$ cat config.mk
export PLATFORM = sky130hd
export DESIGN_NAME = bdr_top
export DESIGN_NICKNAME = d
export VERILOG_FILES = /design/src/core/bdr_pkg.sv /design/src/core/bdr_rst_stretch.sv /design/src/core/bdr_wdog.sv /design/src/core/bdr_top.sv
export VERILOG_INCLUDE_DIRS = /design/src /design/src/core
export SDC_FILE = /design/constraint.sdc
export NUM_CORES = 1
export LEC_CHECK = 0
export BUFFER_PORTS_ARGS = -buffer_cell sky130_fd_sc_hd__buf_2
export CORE_MARGIN = 4
export CORE_UTILIZATION = 25
export CTS_BUF_LIST = sky130_fd_sc_hd__clkbuf_16
export CTS_CLUSTER_DIAMETER = 60
export DETAILED_ROUTE_END_ITERATION = 7
export GPL_TIMING_DRIVEN = 0
export SETUP_SLACK_MARGIN = 0.4
export SLEW_MARGIN = 20
export SYNTH_ARGS = -nofsm -noshare
export SYNTH_HDL_FRONTEND = slang
export SYNTH_SLANG_ARGS = --single-unit
export TNS_END_PERCENT = 30
$ cat constraint.sdc
create_clock -name clk -period 6.56 [get_ports clk]
set_input_delay 1.64 -clock clk [delete_from_list [all_inputs] [get_ports clk]]
set_output_delay 1.64 -clock clk [all_outputs]
set_load 0.1 [all_outputs]
$ cat src/core/bdr_cfg.svh
`ifndef BDR_CFG_SVH
`define BDR_CFG_SVH

// ****************************************
// timing
// ****************************************
`define BDR_CLK_NS 20
`define BDR_CLK_KHZ 50000
`define BDR_WDOG_MS 1600
`define BDR_HOLD_MS 200
`define BDR_WDOG_CYC (`BDR_WDOG_MS * `BDR_CLK_KHZ)
`define BDR_HOLD_CYC (`BDR_HOLD_MS * `BDR_CLK_KHZ)
`define BDR_IO_NS 70
`define BDR_WDR_NS 100
`define BDR_IO_CYC ((`BDR_IO_NS + `BDR_CLK_NS - 1) / `BDR_CLK_NS)
`define BDR_WDR_CYC ((`BDR_WDR_NS + `BDR_CLK_NS - 1) / `BDR_CLK_NS)

// ****************************************
// register byte addresses
// ****************************************
`define BDR_WDR_ADDR 32'h03100000
`define BDR_WDE_ADDR 32'h03100004
`define BDR_IRQ6_ADDR 32'h03180000
`define BDR_IRQ7_ADDR 32'h03180004
`define BDR_IRQ45_ADDR 32'h03180008
`define BDR_NMI_ADDR 32'h0318000C
`define BDR_SRST_ADDR 32'h03200000
`define BDR_ID_ADDR 32'h03200004
`define BDR_BOOT_ADDR 32'h03200008
`define BDR_CFG_ADDR 32'h0320000C

// ****************************************
// reset values and fields
// ****************************************
`define BDR_WDE_RST 4'h0
`define BDR_IRQ6_RST 4'h0
`define BDR_IRQ7_RST 4'h2
`define BDR_IRQ4_RST 4'h4
`define BDR_IRQ5_RST 4'h5
`define BDR_NMI_RST 4'hF
`define BDR_SRST_RST 4'h0
`define BDR_CFG_RST 4'h0
`define BDR_WDE_EN_BIT 0
`define BDR_WDE_CHIP_BIT 1
`define BDR_CFG_EXT_MEM_BIT 0
`define BDR_BOOT_RAW0 4'h0
`define BDR_BOOT_RAW1 4'h1
`define BDR_BOOT_RAW2 4'h2
`define BDR_BOOT_OUT0 4'h5
`define BDR_BOOT_OUT1 4'h7
`define BDR_BOOT_OUT2 4'hD

// ****************************************
// decoded regions
// ****************************************
`define BDR_SRAM_M0 32'h00000000
`define BDR_SRAM_M1 32'h00400000
`define BDR_FLASH_M0 32'h01000000
`define BDR_FLASH_M1 32'h01400000
`define BDR_MEM_MASK 32'hFFC00000
`define BDR_SDRAM2 32'h02000000
`define BDR_SDRAM2_MASK 32'hFF000000
`define BDR_SERA 32'h03000000
`define BDR_SERB 32'h03000100
`define BDR_SER_MASK 32'hFFFFFF00
`define BDR_USB 32'h03080000
`define BDR_USB_MASK 32'hFFFFFF80
`define BDR_NARROW 32'h03300000
`define BDR_NARROW_MASK 32'hFFFFFF00
`define BDR_WIDE 32'h033C0000
`define BDR_WIDE_MASK 32'hFFFC0000

`endif

$ cat src/core/bdr_pkg.sv
package bdr_pkg;
  typedef logic [3:0] bdr_nib_t;
  typedef enum logic [1:0] {bdr_acc_idle, bdr_acc_stretch, bdr_acc_site} bdr_acc_t;
endpackage

$ cat src/core/bdr_rst_stretch.sv
`timescale 1ns/1ns
module bdr_rst_stretch import bdr_pkg::*; #(
  parameter int HOLD_CYC = 10000000
) (
  // clock and sources
  input wire logic clk,
  input wire logic async_src,
  input wire logic sync_src,
  // stretched reset
  output logic hold_active
);
  logic [23:0] cnt;
  logic [23:0] next_cnt;
  logic next_active;

  // a source held true keeps the counter parked at zero
  always_comb begin
    next_active = hold_active;
    next_cnt = cnt;
    if (sync_src) begin
      next_active = 1'b1;
      next_cnt = '0;
    end else if (hold_active) begin
      if (cnt == 24'(HOLD_CYC - 1)) begin
        next_active = 1'b0;
      end else begin
        next_cnt = cnt + 24'h000001;
      end
    end
  end

  always_ff @(posedge clk or posedge async_src) begin
    if (async_src) begin
      hold_active <= 1'b1;
      cnt <= '0;
    end else begin
      hold_active <= next_active;
      cnt <= next_cnt;
    end
  end
endmodule

$ cat src/core/bdr_wdog.sv
`timescale 1ns/1ns
module bdr_wdog import bdr_pkg::*; #(
  parameter int LIMIT_CYC = 80000000
) (
  // clock and reset
  input wire logic clk,
  input wire logic rst,
  // control
  input wire logic enable,
  input wire logic restart,
  // expiry, one cycle
  output logic expired
);
  logic [26:0] cnt;
  logic [26:0] next_cnt;
  logic next_expired;

  always_comb begin
    next_cnt = cnt;
    next_expired = 1'b0;
    if (!enable || restart) begin
      next_cnt = '0;
    end else if (cnt == 27'(LIMIT_CYC - 1)) begin
      next_expired = 1'b1;
      next_cnt = '0;
    end else begin
      next_cnt = cnt + 27'h0000001;
    end
  end

  always_ff @(posedge clk or posedge rst) begin
    if (rst) begin
      cnt <= '0;
      expired <= 1'b0;
    end else begin
      cnt <= next_cnt;
      expired <= next_expired;
    end
  end
endmodule

$ cat src/core/bdr_top.sv
`timescale 1ns/1ns
`include "bdr_cfg.svh"

// What this block does
// - board reset is the OR of power, two active-low external resets, pushbutton and watchdog.
// - an enabled watchdog not restarted within about 1.6 s becomes a reset source.
// - a second enable bit lets the clock chip watchdog expiry act as a reset source.
// - board reset asserts as soon as an external source becomes true, and at the next clock edge for either watchdog expiry.
// - board reset stays asserted about 0.2 s after all sources are false.
// - the same board reset resets the processor, peripherals and all control registers.
// - boot codes 0, 1 and 2 read back from the boot code register as 5, 7 and 13.
// - serial channels and USB are decoded at their bases and each access is stretched to 80 ns, 70 ns rounded up to four clocks.
// - expansion sites are decoded at their bases and their ready lines add wait states.
// - the watchdog restart register is write-only, drops its data, and stretches to 100 ns.
// - in area 0 the external memory select bit chooses burst SRAM or first SDRAM bank.
// - the area 2 SDRAM bank is enabled by the same external memory select bit.
// - burst SRAM decodes at 0x00000000 in map zero and 0x00400000 in map one.
// - area 1 flash decodes at 0x01000000 in map zero and 0x01400000 in map one, byte wide.
// - area 3 holds control registers and peripherals, asynchronous with software waits.
// - addresses count bytes and 32-bit registers sit on multiples of four.
module bdr_top import bdr_pkg::*; #(
  parameter int WDOG_CYC = `BDR_WDOG_CYC,
  parameter int HOLD_CYC = `BDR_HOLD_CYC,
  parameter bit BOOT_REMAP = 1'b1,
  parameter bdr_nib_t BOARD_ID = 4'h1 // arbitrary value
) (
  // clock and power-up reset
  input wire logic clk,
  input wire logic rst,
  // reset sources
  input wire logic power_fail,
  input wire logic ext_reset_n,
  input wire logic host_port_reset_n,
  input wire logic reset_pushbutton,
  input wire logic clock_chip_watchdog_expired,
  // processor configuration
  input wire logic memory_map_one,
  input wire bdr_nib_t boot_code_in,
  // processor external memory bus
  input wire logic [3:0] area_sel_n,
  input wire logic [31:0] bus_addr,
  input wire logic bus_rd_n,
  input wire logic bus_wr_n,
  input wire bdr_nib_t bus_wdata,
  output bdr_nib_t bus_rdata,
  output logic bus_rdata_oe,
  output logic bus_ready,
  // expansion site ready lines
  input wire logic narrow_site_ready,
  input wire logic wide_site_ready,
  // board reset
  output logic board_reset,
  // device selects
  output logic sram_sel,
  output logic sdram_first_sel,
  output logic sdram_second_sel,
  output logic flash_sel,
  output logic serial_a_sel,
  output logic serial_b_sel,
  output logic usb_sel,
  output logic narrow_site_sel,
  output logic wide_site_sel,
  // control register outputs
  output bdr_nib_t irq4_source_select,
  output bdr_nib_t irq5_source_select,
  output bdr_nib_t irq6_source_select,
  output bdr_nib_t irq7_source_select,
  output bdr_nib_t nonmaskable_source_select,
  output bdr_nib_t expansion_site_reset
);

  // ****************************************
  // declarations
  // ****************************************
  bdr_nib_t watchdog_enable;
  bdr_nib_t system_configuration;
  bdr_nib_t boot_code_readback;
  bdr_nib_t next_wde, next_cfg, next_boot;
  bdr_nib_t next_irq4, next_irq5, next_irq6, next_irq7, next_nmi, next_srst;
  bdr_nib_t next_rdata;
  logic next_oe, next_ready;
  logic strb_q, strb, start, rd_act, wr_act;
  logic [2:0] cnt, next_cnt;
  bdr_acc_t acc, next_acc;
  logic async_src, sync_src, wdog_exp, wdog_restart;
  logic external_memory_select_bit;
  logic ce0, ce1, ce2, ce3, aligned;
  logic hit_sera, hit_serb, hit_usb, hit_narrow, hit_wide;
  logic next_sram, next_sd1, next_sd2, next_flash;
  logic reg_hit;

  // ****************************************
  // reset controller
  // ****************************************
  // external sources act without the clock so reset reaches
  // the board even while the clock is not yet running
  assign async_src = rst | power_fail | !ext_reset_n |
                     !host_port_reset_n | reset_pushbutton;
  assign sync_src = wdog_exp |
                    (watchdog_enable[`BDR_WDE_CHIP_BIT] &
                     clock_chip_watchdog_expired);

  bdr_rst_stretch #(
    .HOLD_CYC(HOLD_CYC)
  ) u_stretch (
    .clk(clk),
    .async_src(async_src),
    .sync_src(sync_src),
    .hold_active(board_reset)
  );

  bdr_wdog #(
    .LIMIT_CYC(WDOG_CYC)
  ) u_wdog (
    .clk(clk),
    .rst(board_reset),
    .enable(watchdog_enable[`BDR_WDE_EN_BIT]),
    .restart(wdog_restart),
    .expired(wdog_exp)
  );

  // ****************************************
  // address decode
  // ****************************************
  function automatic logic in_rgn(logic [31:0] a, logic [31:0] base, logic [31:0] mask);
    in_rgn = (a & mask) == base;
  endfunction

  assign ce0 = !area_sel_n[0];
  assign ce1 = !area_sel_n[1];
  assign ce2 = !area_sel_n[2];
  assign ce3 = !area_sel_n[3];
  assign external_memory_select_bit = system_configuration[`BDR_CFG_EXT_MEM_BIT];
  assign aligned = bus_addr[1:0] == 2'h0;

  assign hit_sera = ce3 && in_rgn(bus_addr, `BDR_SERA, `BDR_SER_MASK);
  assign hit_serb = ce3 && in_rgn(bus_addr, `BDR_SERB, `BDR_SER_MASK);
  assign hit_usb = ce3 && in_rgn(bus_addr, `BDR_USB, `BDR_USB_MASK);
  assign hit_narrow = ce3 && in_rgn(bus_addr, `BDR_NARROW, `BDR_NARROW_MASK);
  assign hit_wide = ce3 && in_rgn(bus_addr, `BDR_WIDE, `BDR_WIDE_MASK);

  always_comb begin
    next_sram = 1'b0;
    next_flash = 1'b0;
    if (memory_map_one) begin
      next_sram = in_rgn(bus_addr, `BDR_SRAM_M1, `BDR_MEM_MASK);
      next_flash = in_rgn(bus_addr, `BDR_FLASH_M1, `BDR_MEM_MASK);
    end else begin
      next_sram = in_rgn(bus_addr, `BDR_SRAM_M0, `BDR_MEM_MASK);
      next_flash = in_rgn(bus_addr, `BDR_FLASH_M0, `BDR_MEM_MASK);
    end
    next_sd1 = ce0 && external_memory_select_bit;
    next_sram = next_sram && ce0 && !external_memory_select_bit;
    next_flash = next_flash && ce1;
    next_sd2 = ce2 && external_memory_select_bit &&
               in_rgn(bus_addr, `BDR_SDRAM2, `BDR_SDRAM2_MASK);
  end

  always_ff @(posedge clk or posedge board_reset) begin
    if (board_reset) begin
      sram_sel <= 1'b0;
      sdram_first_sel <= 1'b0;
      sdram_second_sel <= 1'b0;
      flash_sel <= 1'b0;
      serial_a_sel <= 1'b0;
      serial_b_sel <= 1'b0;
      usb_sel <= 1'b0;
      narrow_site_sel <= 1'b0;
      wide_site_sel <= 1'b0;
    end else begin
      sram_sel <= next_sram;
      sdram_first_sel <= next_sd1;
      sdram_second_sel <= next_sd2;
      flash_sel <= next_flash;
      serial_a_sel <= hit_sera;
      serial_b_sel <= hit_serb;
      usb_sel <= hit_usb;
      narrow_site_sel <= hit_narrow;
      wide_site_sel <= hit_wide;
    end
  end

  // ****************************************
  // access timing
  // ****************************************
  assign rd_act = !bus_rd_n && ce3;
  assign wr_act = !bus_wr_n && ce3;
  assign strb = rd_act || wr_act;
  assign start = strb && !strb_q;
  assign wdog_restart = start && wr_act && aligned &&
                        bus_addr == `BDR_WDR_ADDR;

  always_comb begin
    next_acc = acc;
    next_cnt = cnt;
    next_ready = bus_ready;
    unique case (acc)
      bdr_acc_idle: begin
        next_ready = 1'b1;
        if (start && (hit_sera || hit_serb || hit_usb)) begin
          next_acc = bdr_acc_stretch;
          next_cnt = 3'(`BDR_IO_CYC - 1);
          next_ready = 1'b0;
        end else if (wdog_restart) begin
          next_acc = bdr_acc_stretch;
          next_cnt = 3'(`BDR_WDR_CYC - 1);
          next_ready = 1'b0;
        end else if (start && (hit_narrow || hit_wide)) begin
          next_acc = bdr_acc_site;
          next_ready = hit_narrow ? narrow_site_ready : wide_site_ready;
        end
      end
      bdr_acc_stretch: begin
        if (cnt == 3'h0) begin
          next_acc = bdr_acc_idle;
          next_ready = 1'b1;
        end else begin
          next_cnt = cnt - 3'h1;
        end
      end
      bdr_acc_site: begin
        // the site may hold the strobe beyond the programmed waits
        next_ready = narrow_site_sel ? narrow_site_ready : wide_site_ready;
        if (!strb) begin
          next_acc = bdr_acc_idle;
          next_ready = 1'b1;
        end
      end
    endcase
  end

  always_ff @(posedge clk or posedge board_reset) begin
    if (board_reset) begin
      acc <= bdr_acc_idle;
      cnt <= 3'h0;
      bus_ready <= 1'b1;
      strb_q <= 1'b0;
    end else begin
      acc <= next_acc;
      cnt <= next_cnt;
      bus_ready <= next_ready;
      strb_q <= strb;
    end
  end

  // ****************************************
  // control registers
  // ****************************************
  always_comb begin
    next_boot = boot_code_in;
    if (BOOT_REMAP) begin
      unique case (boot_code_in)
        `BDR_BOOT_RAW0: next_boot = `BDR_BOOT_OUT0;
        `BDR_BOOT_RAW1: next_boot = `BDR_BOOT_OUT1;
        `BDR_BOOT_RAW2: next_boot = `BDR_BOOT_OUT2;
        default: next_boot = boot_code_in;
      endcase
    end
  end

  always_comb begin
    next_wde = watchdog_enable;
    next_cfg = system_configuration;
    next_irq4 = irq4_source_select;
    next_irq5 = irq5_source_select;
    next_irq6 = irq6_source_select;
    next_irq7 = irq7_source_select;
    next_nmi = nonmaskable_source_select;
    next_srst = expansion_site_reset;
    if (start && wr_act && aligned) begin
      unique case (bus_addr)
        `BDR_WDE_ADDR: next_wde = bus_wdata;
        `BDR_IRQ6_ADDR: next_irq6 = bus_wdata;
        `BDR_IRQ7_ADDR: next_irq7 = bus_wdata;
        `BDR_IRQ45_ADDR: begin
          // both selectors share one address
          next_irq4 = bus_wdata;
          next_irq5 = bus_wdata;
        end
        `BDR_NMI_ADDR: next_nmi = bus_wdata;
        `BDR_SRST_ADDR: next_srst = bus_wdata;
        `BDR_CFG_ADDR: next_cfg = bus_wdata;
        default: next_wde = watchdog_enable; // restart data dropped
      endcase
    end
  end

  // reads of the write-only restart word return zero
  always_comb begin
    reg_hit = 1'b1;
    next_rdata = 4'h0;
    unique case (bus_addr)
      `BDR_WDE_ADDR: next_rdata = watchdog_enable;
      `BDR_IRQ6_ADDR: next_rdata = irq6_source_select;
      `BDR_IRQ7_ADDR: next_rdata = irq7_source_select;
      `BDR_IRQ45_ADDR: next_rdata = irq4_source_select;
      `BDR_NMI_ADDR: next_rdata = nonmaskable_source_select;
      `BDR_SRST_ADDR: next_rdata = expansion_site_reset;
      `BDR_ID_ADDR: next_rdata = BOARD_ID;
      `BDR_BOOT_ADDR: next_rdata = boot_code_readback;
      `BDR_CFG_ADDR: next_rdata = system_configuration;
      default: reg_hit = 1'b0;
    endcase
    next_oe = rd_act && aligned && reg_hit;
    if (!next_oe) begin
      next_rdata = 4'h0;
    end
  end

  always_ff @(posedge clk or posedge board_reset) begin
    if (board_reset) begin
      watchdog_enable <= `BDR_WDE_RST;
      system_configuration <= `BDR_CFG_RST;
      irq4_source_select <= `BDR_IRQ4_RST;
      irq5_source_select <= `BDR_IRQ5_RST;
      irq6_source_select <= `BDR_IRQ6_RST;
      irq7_source_select <= `BDR_IRQ7_RST;
      nonmaskable_source_select <= `BDR_NMI_RST;
      expansion_site_reset <= `BDR_SRST_RST;
      boot_code_readback <= 4'h0;
      bus_rdata <= 4'h0;
      bus_rdata_oe <= 1'b0;
    end else begin
      watchdog_enable <= next_wde;
      system_configuration <= next_cfg;
      irq4_source_select <= next_irq4;
      irq5_source_select <= next_irq5;
      irq6_source_select <= next_irq6;
      irq7_source_select <= next_irq7;
      nonmaskable_source_select <= next_nmi;
      expansion_site_reset <= next_srst;
      boot_code_readback <= next_boot;
      bus_rdata <= next_rdata;
      bus_rdata_oe <= next_oe;
    end
  end

endmodule

Yosys cells after proc, flatten, opt, wreduce, memory -nomap -nowiden

Index checks and enable logic that the tools add are counted.

$add $sub $neg: 3
Equal/unequal tests: 31
Multiplexer cells: 34
Bitwise operators: 6
Reduce and logical (&&, ||, !) cells: 55

Operators with widths:

| cell                  | number |
|---|---|
| $eq 32x26->1 const B  | 10 |
| $eq 24x18->1 const B  | 3 |
| $mux 24               | 3 |
| $mux 27               | 2 |
| $pmux 4 s9            | 1 |
| $logic_not 32->1      | 1 |
| $add 27x1->27 const B | 1 |
| $eq 27x27->1 const B  | 1 |
| $eq 25x19->1 const B  | 1 |
| $add 24x1->24 const B | 1 |
| $eq 24x24->1 const B  | 1 |
| $logic_and 1x1->1     | 21 |
| $eq 10x3->1 const B   | 2 |
| $reduce_and 2->1      | 8 |
| $mux 1                | 15 |
| $eq 14x8->1 const B   | 1 |
| $pmux 4 s3            | 1 |
| $logic_not 1->1       | 11 |
| $eq 10x1->1 const B   | 1 |
| $mux 2                | 5 |
| $mux 3                | 3 |
| $reduce_or 9->1       | 1 |
| $eq 8x2->1 const B    | 1 |
| $ne 2x2->1 const B    | 4 |
| 19 further kinds      | 30 |

Register bits after elaboration: 110
Input bits: 56
Logic and storage cells: 157

Depth between registers and ports, before layout

Depth in word-level cells: 10
Gate-level depth with buffers: 7

Modules after synthesis

Synthesis repeated with hierarchy kept, for this count alone.

Cell total of the unflattened synthesis: 573
Area, all modules: 6025.8 um^2

Modules (own cells, without submodules):

| module          | instances | cells an instance | area an instance (um^2) | sequential area each (um^2) |
|---|---|---|---|---|
| bdr_top         | 1         | 285               | 3179.3                  | 1361.3 |
| bdr_wdog        | 1         | 148               | 1462.7                  | 700.7 |
| bdr_rst_stretch | 1         | 140               | 1383.8                  | 626.9 |

Least setup slack after synthesis

Ideal clock, no wire load.

Kind: input to register
Start point: input bus_addr[19]
End point: register irq4_source_select[3]
Arrival time: 3409 ps
Data required time: 6434 ps
Path slack: 3026 ps
Stages on the path: 5
Buffers on the path: 1
Cells stage by stage: buf_4 -> or4b_4 -> or4_4 -> nor4b_4 -> mux2_2

Word-level cells in the longest chain between the ends: 2

RTL lines:

| element                           | line           | RTL |
|---|---|---|
| from (decl)                       | bdr_top.sv:41  | `input wire logic [31:0] bus_addr,` |
| $eq 32x26->1                      | bdr_top.sv:271 | `unique case (bus_addr)` |
| $reduce_and 2->1 (no source line) | -              |  |
| to (signal assigned)              | bdr_top.sv:314 | `` irq4_source_select <= `BDR_IRQ4_RST; `` |
| to (signal assigned)              | bdr_top.sv:326 | `irq4_source_select <= next_irq4;` |
| to (decl)                         | bdr_top.sv:64  | `output bdr_nib_t irq4_source_select,` |

Every way passes these cells.
A chain may end at the register's enable or synchronous reset.

Worst setup path after layout

Start point: input bus_addr[27]
End point: register system_configuration[0]

Word-level cells in the longest chain between the ends: 2

RTL lines:

| element                           | line           | RTL |
|---|---|---|
| $eq 32x26->1                      | bdr_top.sv:271 |  |
| $reduce_and 2->1 (no source line) | -              |  |
| to (signal assigned)              | bdr_top.sv:313 | `` system_configuration <= `BDR_CFG_RST; `` |
| to (signal assigned)              | bdr_top.sv:325 | `system_configuration <= next_cfg;` |
| to (decl)                         | bdr_top.sv:76  | `bdr_nib_t system_configuration;` |

Every way passes these cells.

==> qor.yml <==
slew_headroom_pct: 31.8
clockBufferDepth: 2
syn2layout_area_growth_pct: 21.0
cp.arrival_ns: 3.86
wirelength_um: 13900
critPathCaptureType: "register"
final_antenna_net_count: 0
grt_pass1_vias: 4449
clk_pin_slew_ns: 0.07
yosys_register_bits: 107
setup_ws_ns: 2.94
dieArea_um2: 25000
critPathRequiredTime_ns: 6.79
tightest_slew_ns: 1.01
fin_crit_sh_pct: 55.2
initial_core_util_pct: 25.6
timing.rr.end: "u_wdog.cnt[21]"
sequentialPowerShare_pct: 48.7
leakage_nw: 2.96
layout.cells.non_filler: 934
die_y_um: 158
postCtsResizedCells: 0
synthArstFlopShare_pct: 100
drt_iter0_drc: 183
vias: 4488
worst_skew_pair.late_latency_ns: 0.35
critPathLaunchType: "input port"
peakVddDrop_mv: 0.131
cts_buffers: 9
grt-ovfl-total: 0
largestRegisters: "u_wdog.cnt: 27 flops, u_stretch.cnt: 24 flops"
final_nets: 712
cp_max_fo: 6
syn_area_um2: 5620
switching_power_w: 0.000362
synth_nets: 603
gr-usage-met3_pct: 2.46
reg2reg_depth: 7
hpwlAfterDp_um: 10600
syn_area_per_cell_um2: 10.4
use_met1_pct: 16.3
drt_pre_antenna_iters: 4
drive_gt1_share_pct: 28.6
ys_types: 64
port_buffers: 93
grt_max_degree: 43
largest_reg_flops: 27
grt_pass1_wl_um: 23100
swShare_pct: 25.9
io_pins: 96
mostFrequentLayoutCells: "buf_2 (99), dfrtp_1 (98), nor2_1 (64), mux2_2 (36), xor2_1 (27)"
postSynth.topFlopCell: "dfrtp_1"
hold_viol_final: 0
vias_per_cell: 4.81
layout_commonest_cell: "buf_2"
seq_area_frac_synth_pct: 47.8
holdPathStages: 1
powerDensity_nw_per_um2: 205
pwr-share-clk_pct: 40.6
synth_edf_count: 0
finalSetupViolCount: 0
max_cap_viol_count: 0
grt_antenna_before_repair: 1
hold_path.class: "reg2reg"
rr_startpoint: "u_wdog.cnt[0]"
wl_per_cell_um: 14.9
internal-power_w: 0.00103
slew_violations: 0
drc: 0
met2_usage_pct: 17.6
top_usage_layer: "met2"
place_congestion: 0.854
max_clock_freq_mhz: 276
top_register: "u_wdog.cnt"
hold_buffers: 0
ff2ff_setup_slack_ns: 4.12
cts_root_buf: "clkbuf_16"
antenna_cells: 0
rows: 54
cts_tree: "yes"
outcome: "finished, final reports clean"
h-tree-depth: 3
rsz0062_at_grt: "no"
post-route-min-period_ns: 3.62
grt_usage_pct: 11.4
cts_sinks: 107
synth_cells: 540
pre_cts_slack_ns: 2.58
cts_setup_buffers: 0
worstHoldStart: "cnt[1]"
comb_power_share_pct: 10.7
fin_tns_setup_ns: 0
core_area_um2: 22000
yosysWarnings: 0
dpl.cell_count: 918
skew_ns: 0.0117
hold_end: "cnt[1]"
die_w_um: 158
critPathKind: "in2reg"
-- metal layers --
layer,wire length (um),vias to the layer above
met4,183,0
met3,555,14
li1,-,2190
met5,0,-
met1,6780,2190
met2,6390,94
-- worst max-delay path, cell delays in order --
cell and delay, ns:
buf_2 0.10, nor4_1 0.45, nand3_1 0.30, or4_1 0.58
nor3_2 0.40, mux2_2 0.38
-- area by class of cell --
type	instances	area (um^2)
inverter	17	66.3
clock inverter	7	87.6
sequential	107	2690
tap	280	350
clock buffer	9	225
fill	2261	15200
timing repair buffer	98	510
multi-input combinational	399	2790
buffer	17	91.3
-- logic make-up after synthesis --
group	Yosys count	synth area share, %
compound gates	66	7.72
xor+xnor	42	6.54
fa+ha+maj	7	1.56
buf+inv	34	2.76
flops	107	47.8
mux	43	8.68
simple gates	241	24.9
-- synthesized netlist by cell type, types with 8 or more instances --
cell / n / area, um^2
xnor2_1: 15 / 131
nand4_1: 16 / 100
xor2_1: 27 / 236
dfrtp_1: 98 / 2450
dfstp_2: 9 / 236
o21ai_0: 16 / 80.1
and3_1: 10 / 62.6
nor3_1: 21 / 105
or4_1: 8 / 60.1
or3_1: 14 / 87.6
mux2_2: 36 / 405
nand3_1: 24 / 120
and4_1: 9 / 78.8
nand2_1: 24 / 90.1
inv_1: 17 / 63.8
a21oi_1: 15 / 75.1
nor2_1: 64 / 240
clkbuf_1: 8 / 30.0
nor4_1: 11 / 68.8
-- worst max-delay path by stage --
stage,startpoint,endpoint,slack [ns]
2_1_floorplan,rst,u_stretch.cnt[0],1.51
3_3_place_gp,power_fail,u_stretch.cnt[10],0.01
3_5_place_dp,bus_addr[27],system_configuration[3],2.58
4_1_cts,bus_addr[27],system_configuration[0],2.96
5_1_grt,bus_addr[27],system_configuration[0],2.82
6_report,bus_addr[27],system_configuration[0],2.94
-- power by group through the flow --
stage               registers, W  logic [W]  clock network, W
floorplan               0.000714  0.0000765                 0
global placement        0.000693   0.000144                 0
detailed placement      0.000693   0.000148                 0
CTS                     0.000680   0.000149          0.000582
global route            0.000683   0.000165          0.000614
finish                  0.000681   0.000149          0.000567
-- per-stage QoR --
stage	area [um^2]	power, W	utilization (%)	hold slack (ns)
global placement	6440	0.000838	29.3	0.479
finish	6810	0.00140	31.0	0.509
detailed placement	6490	0.000841	29.6	0.484
floorplan	5620	0.000790	-	0.448
CTS	6810	0.00141	31.0	0.495
global route	6810	0.00146	31.0	0.530
(Power assumes the default switching activity.)
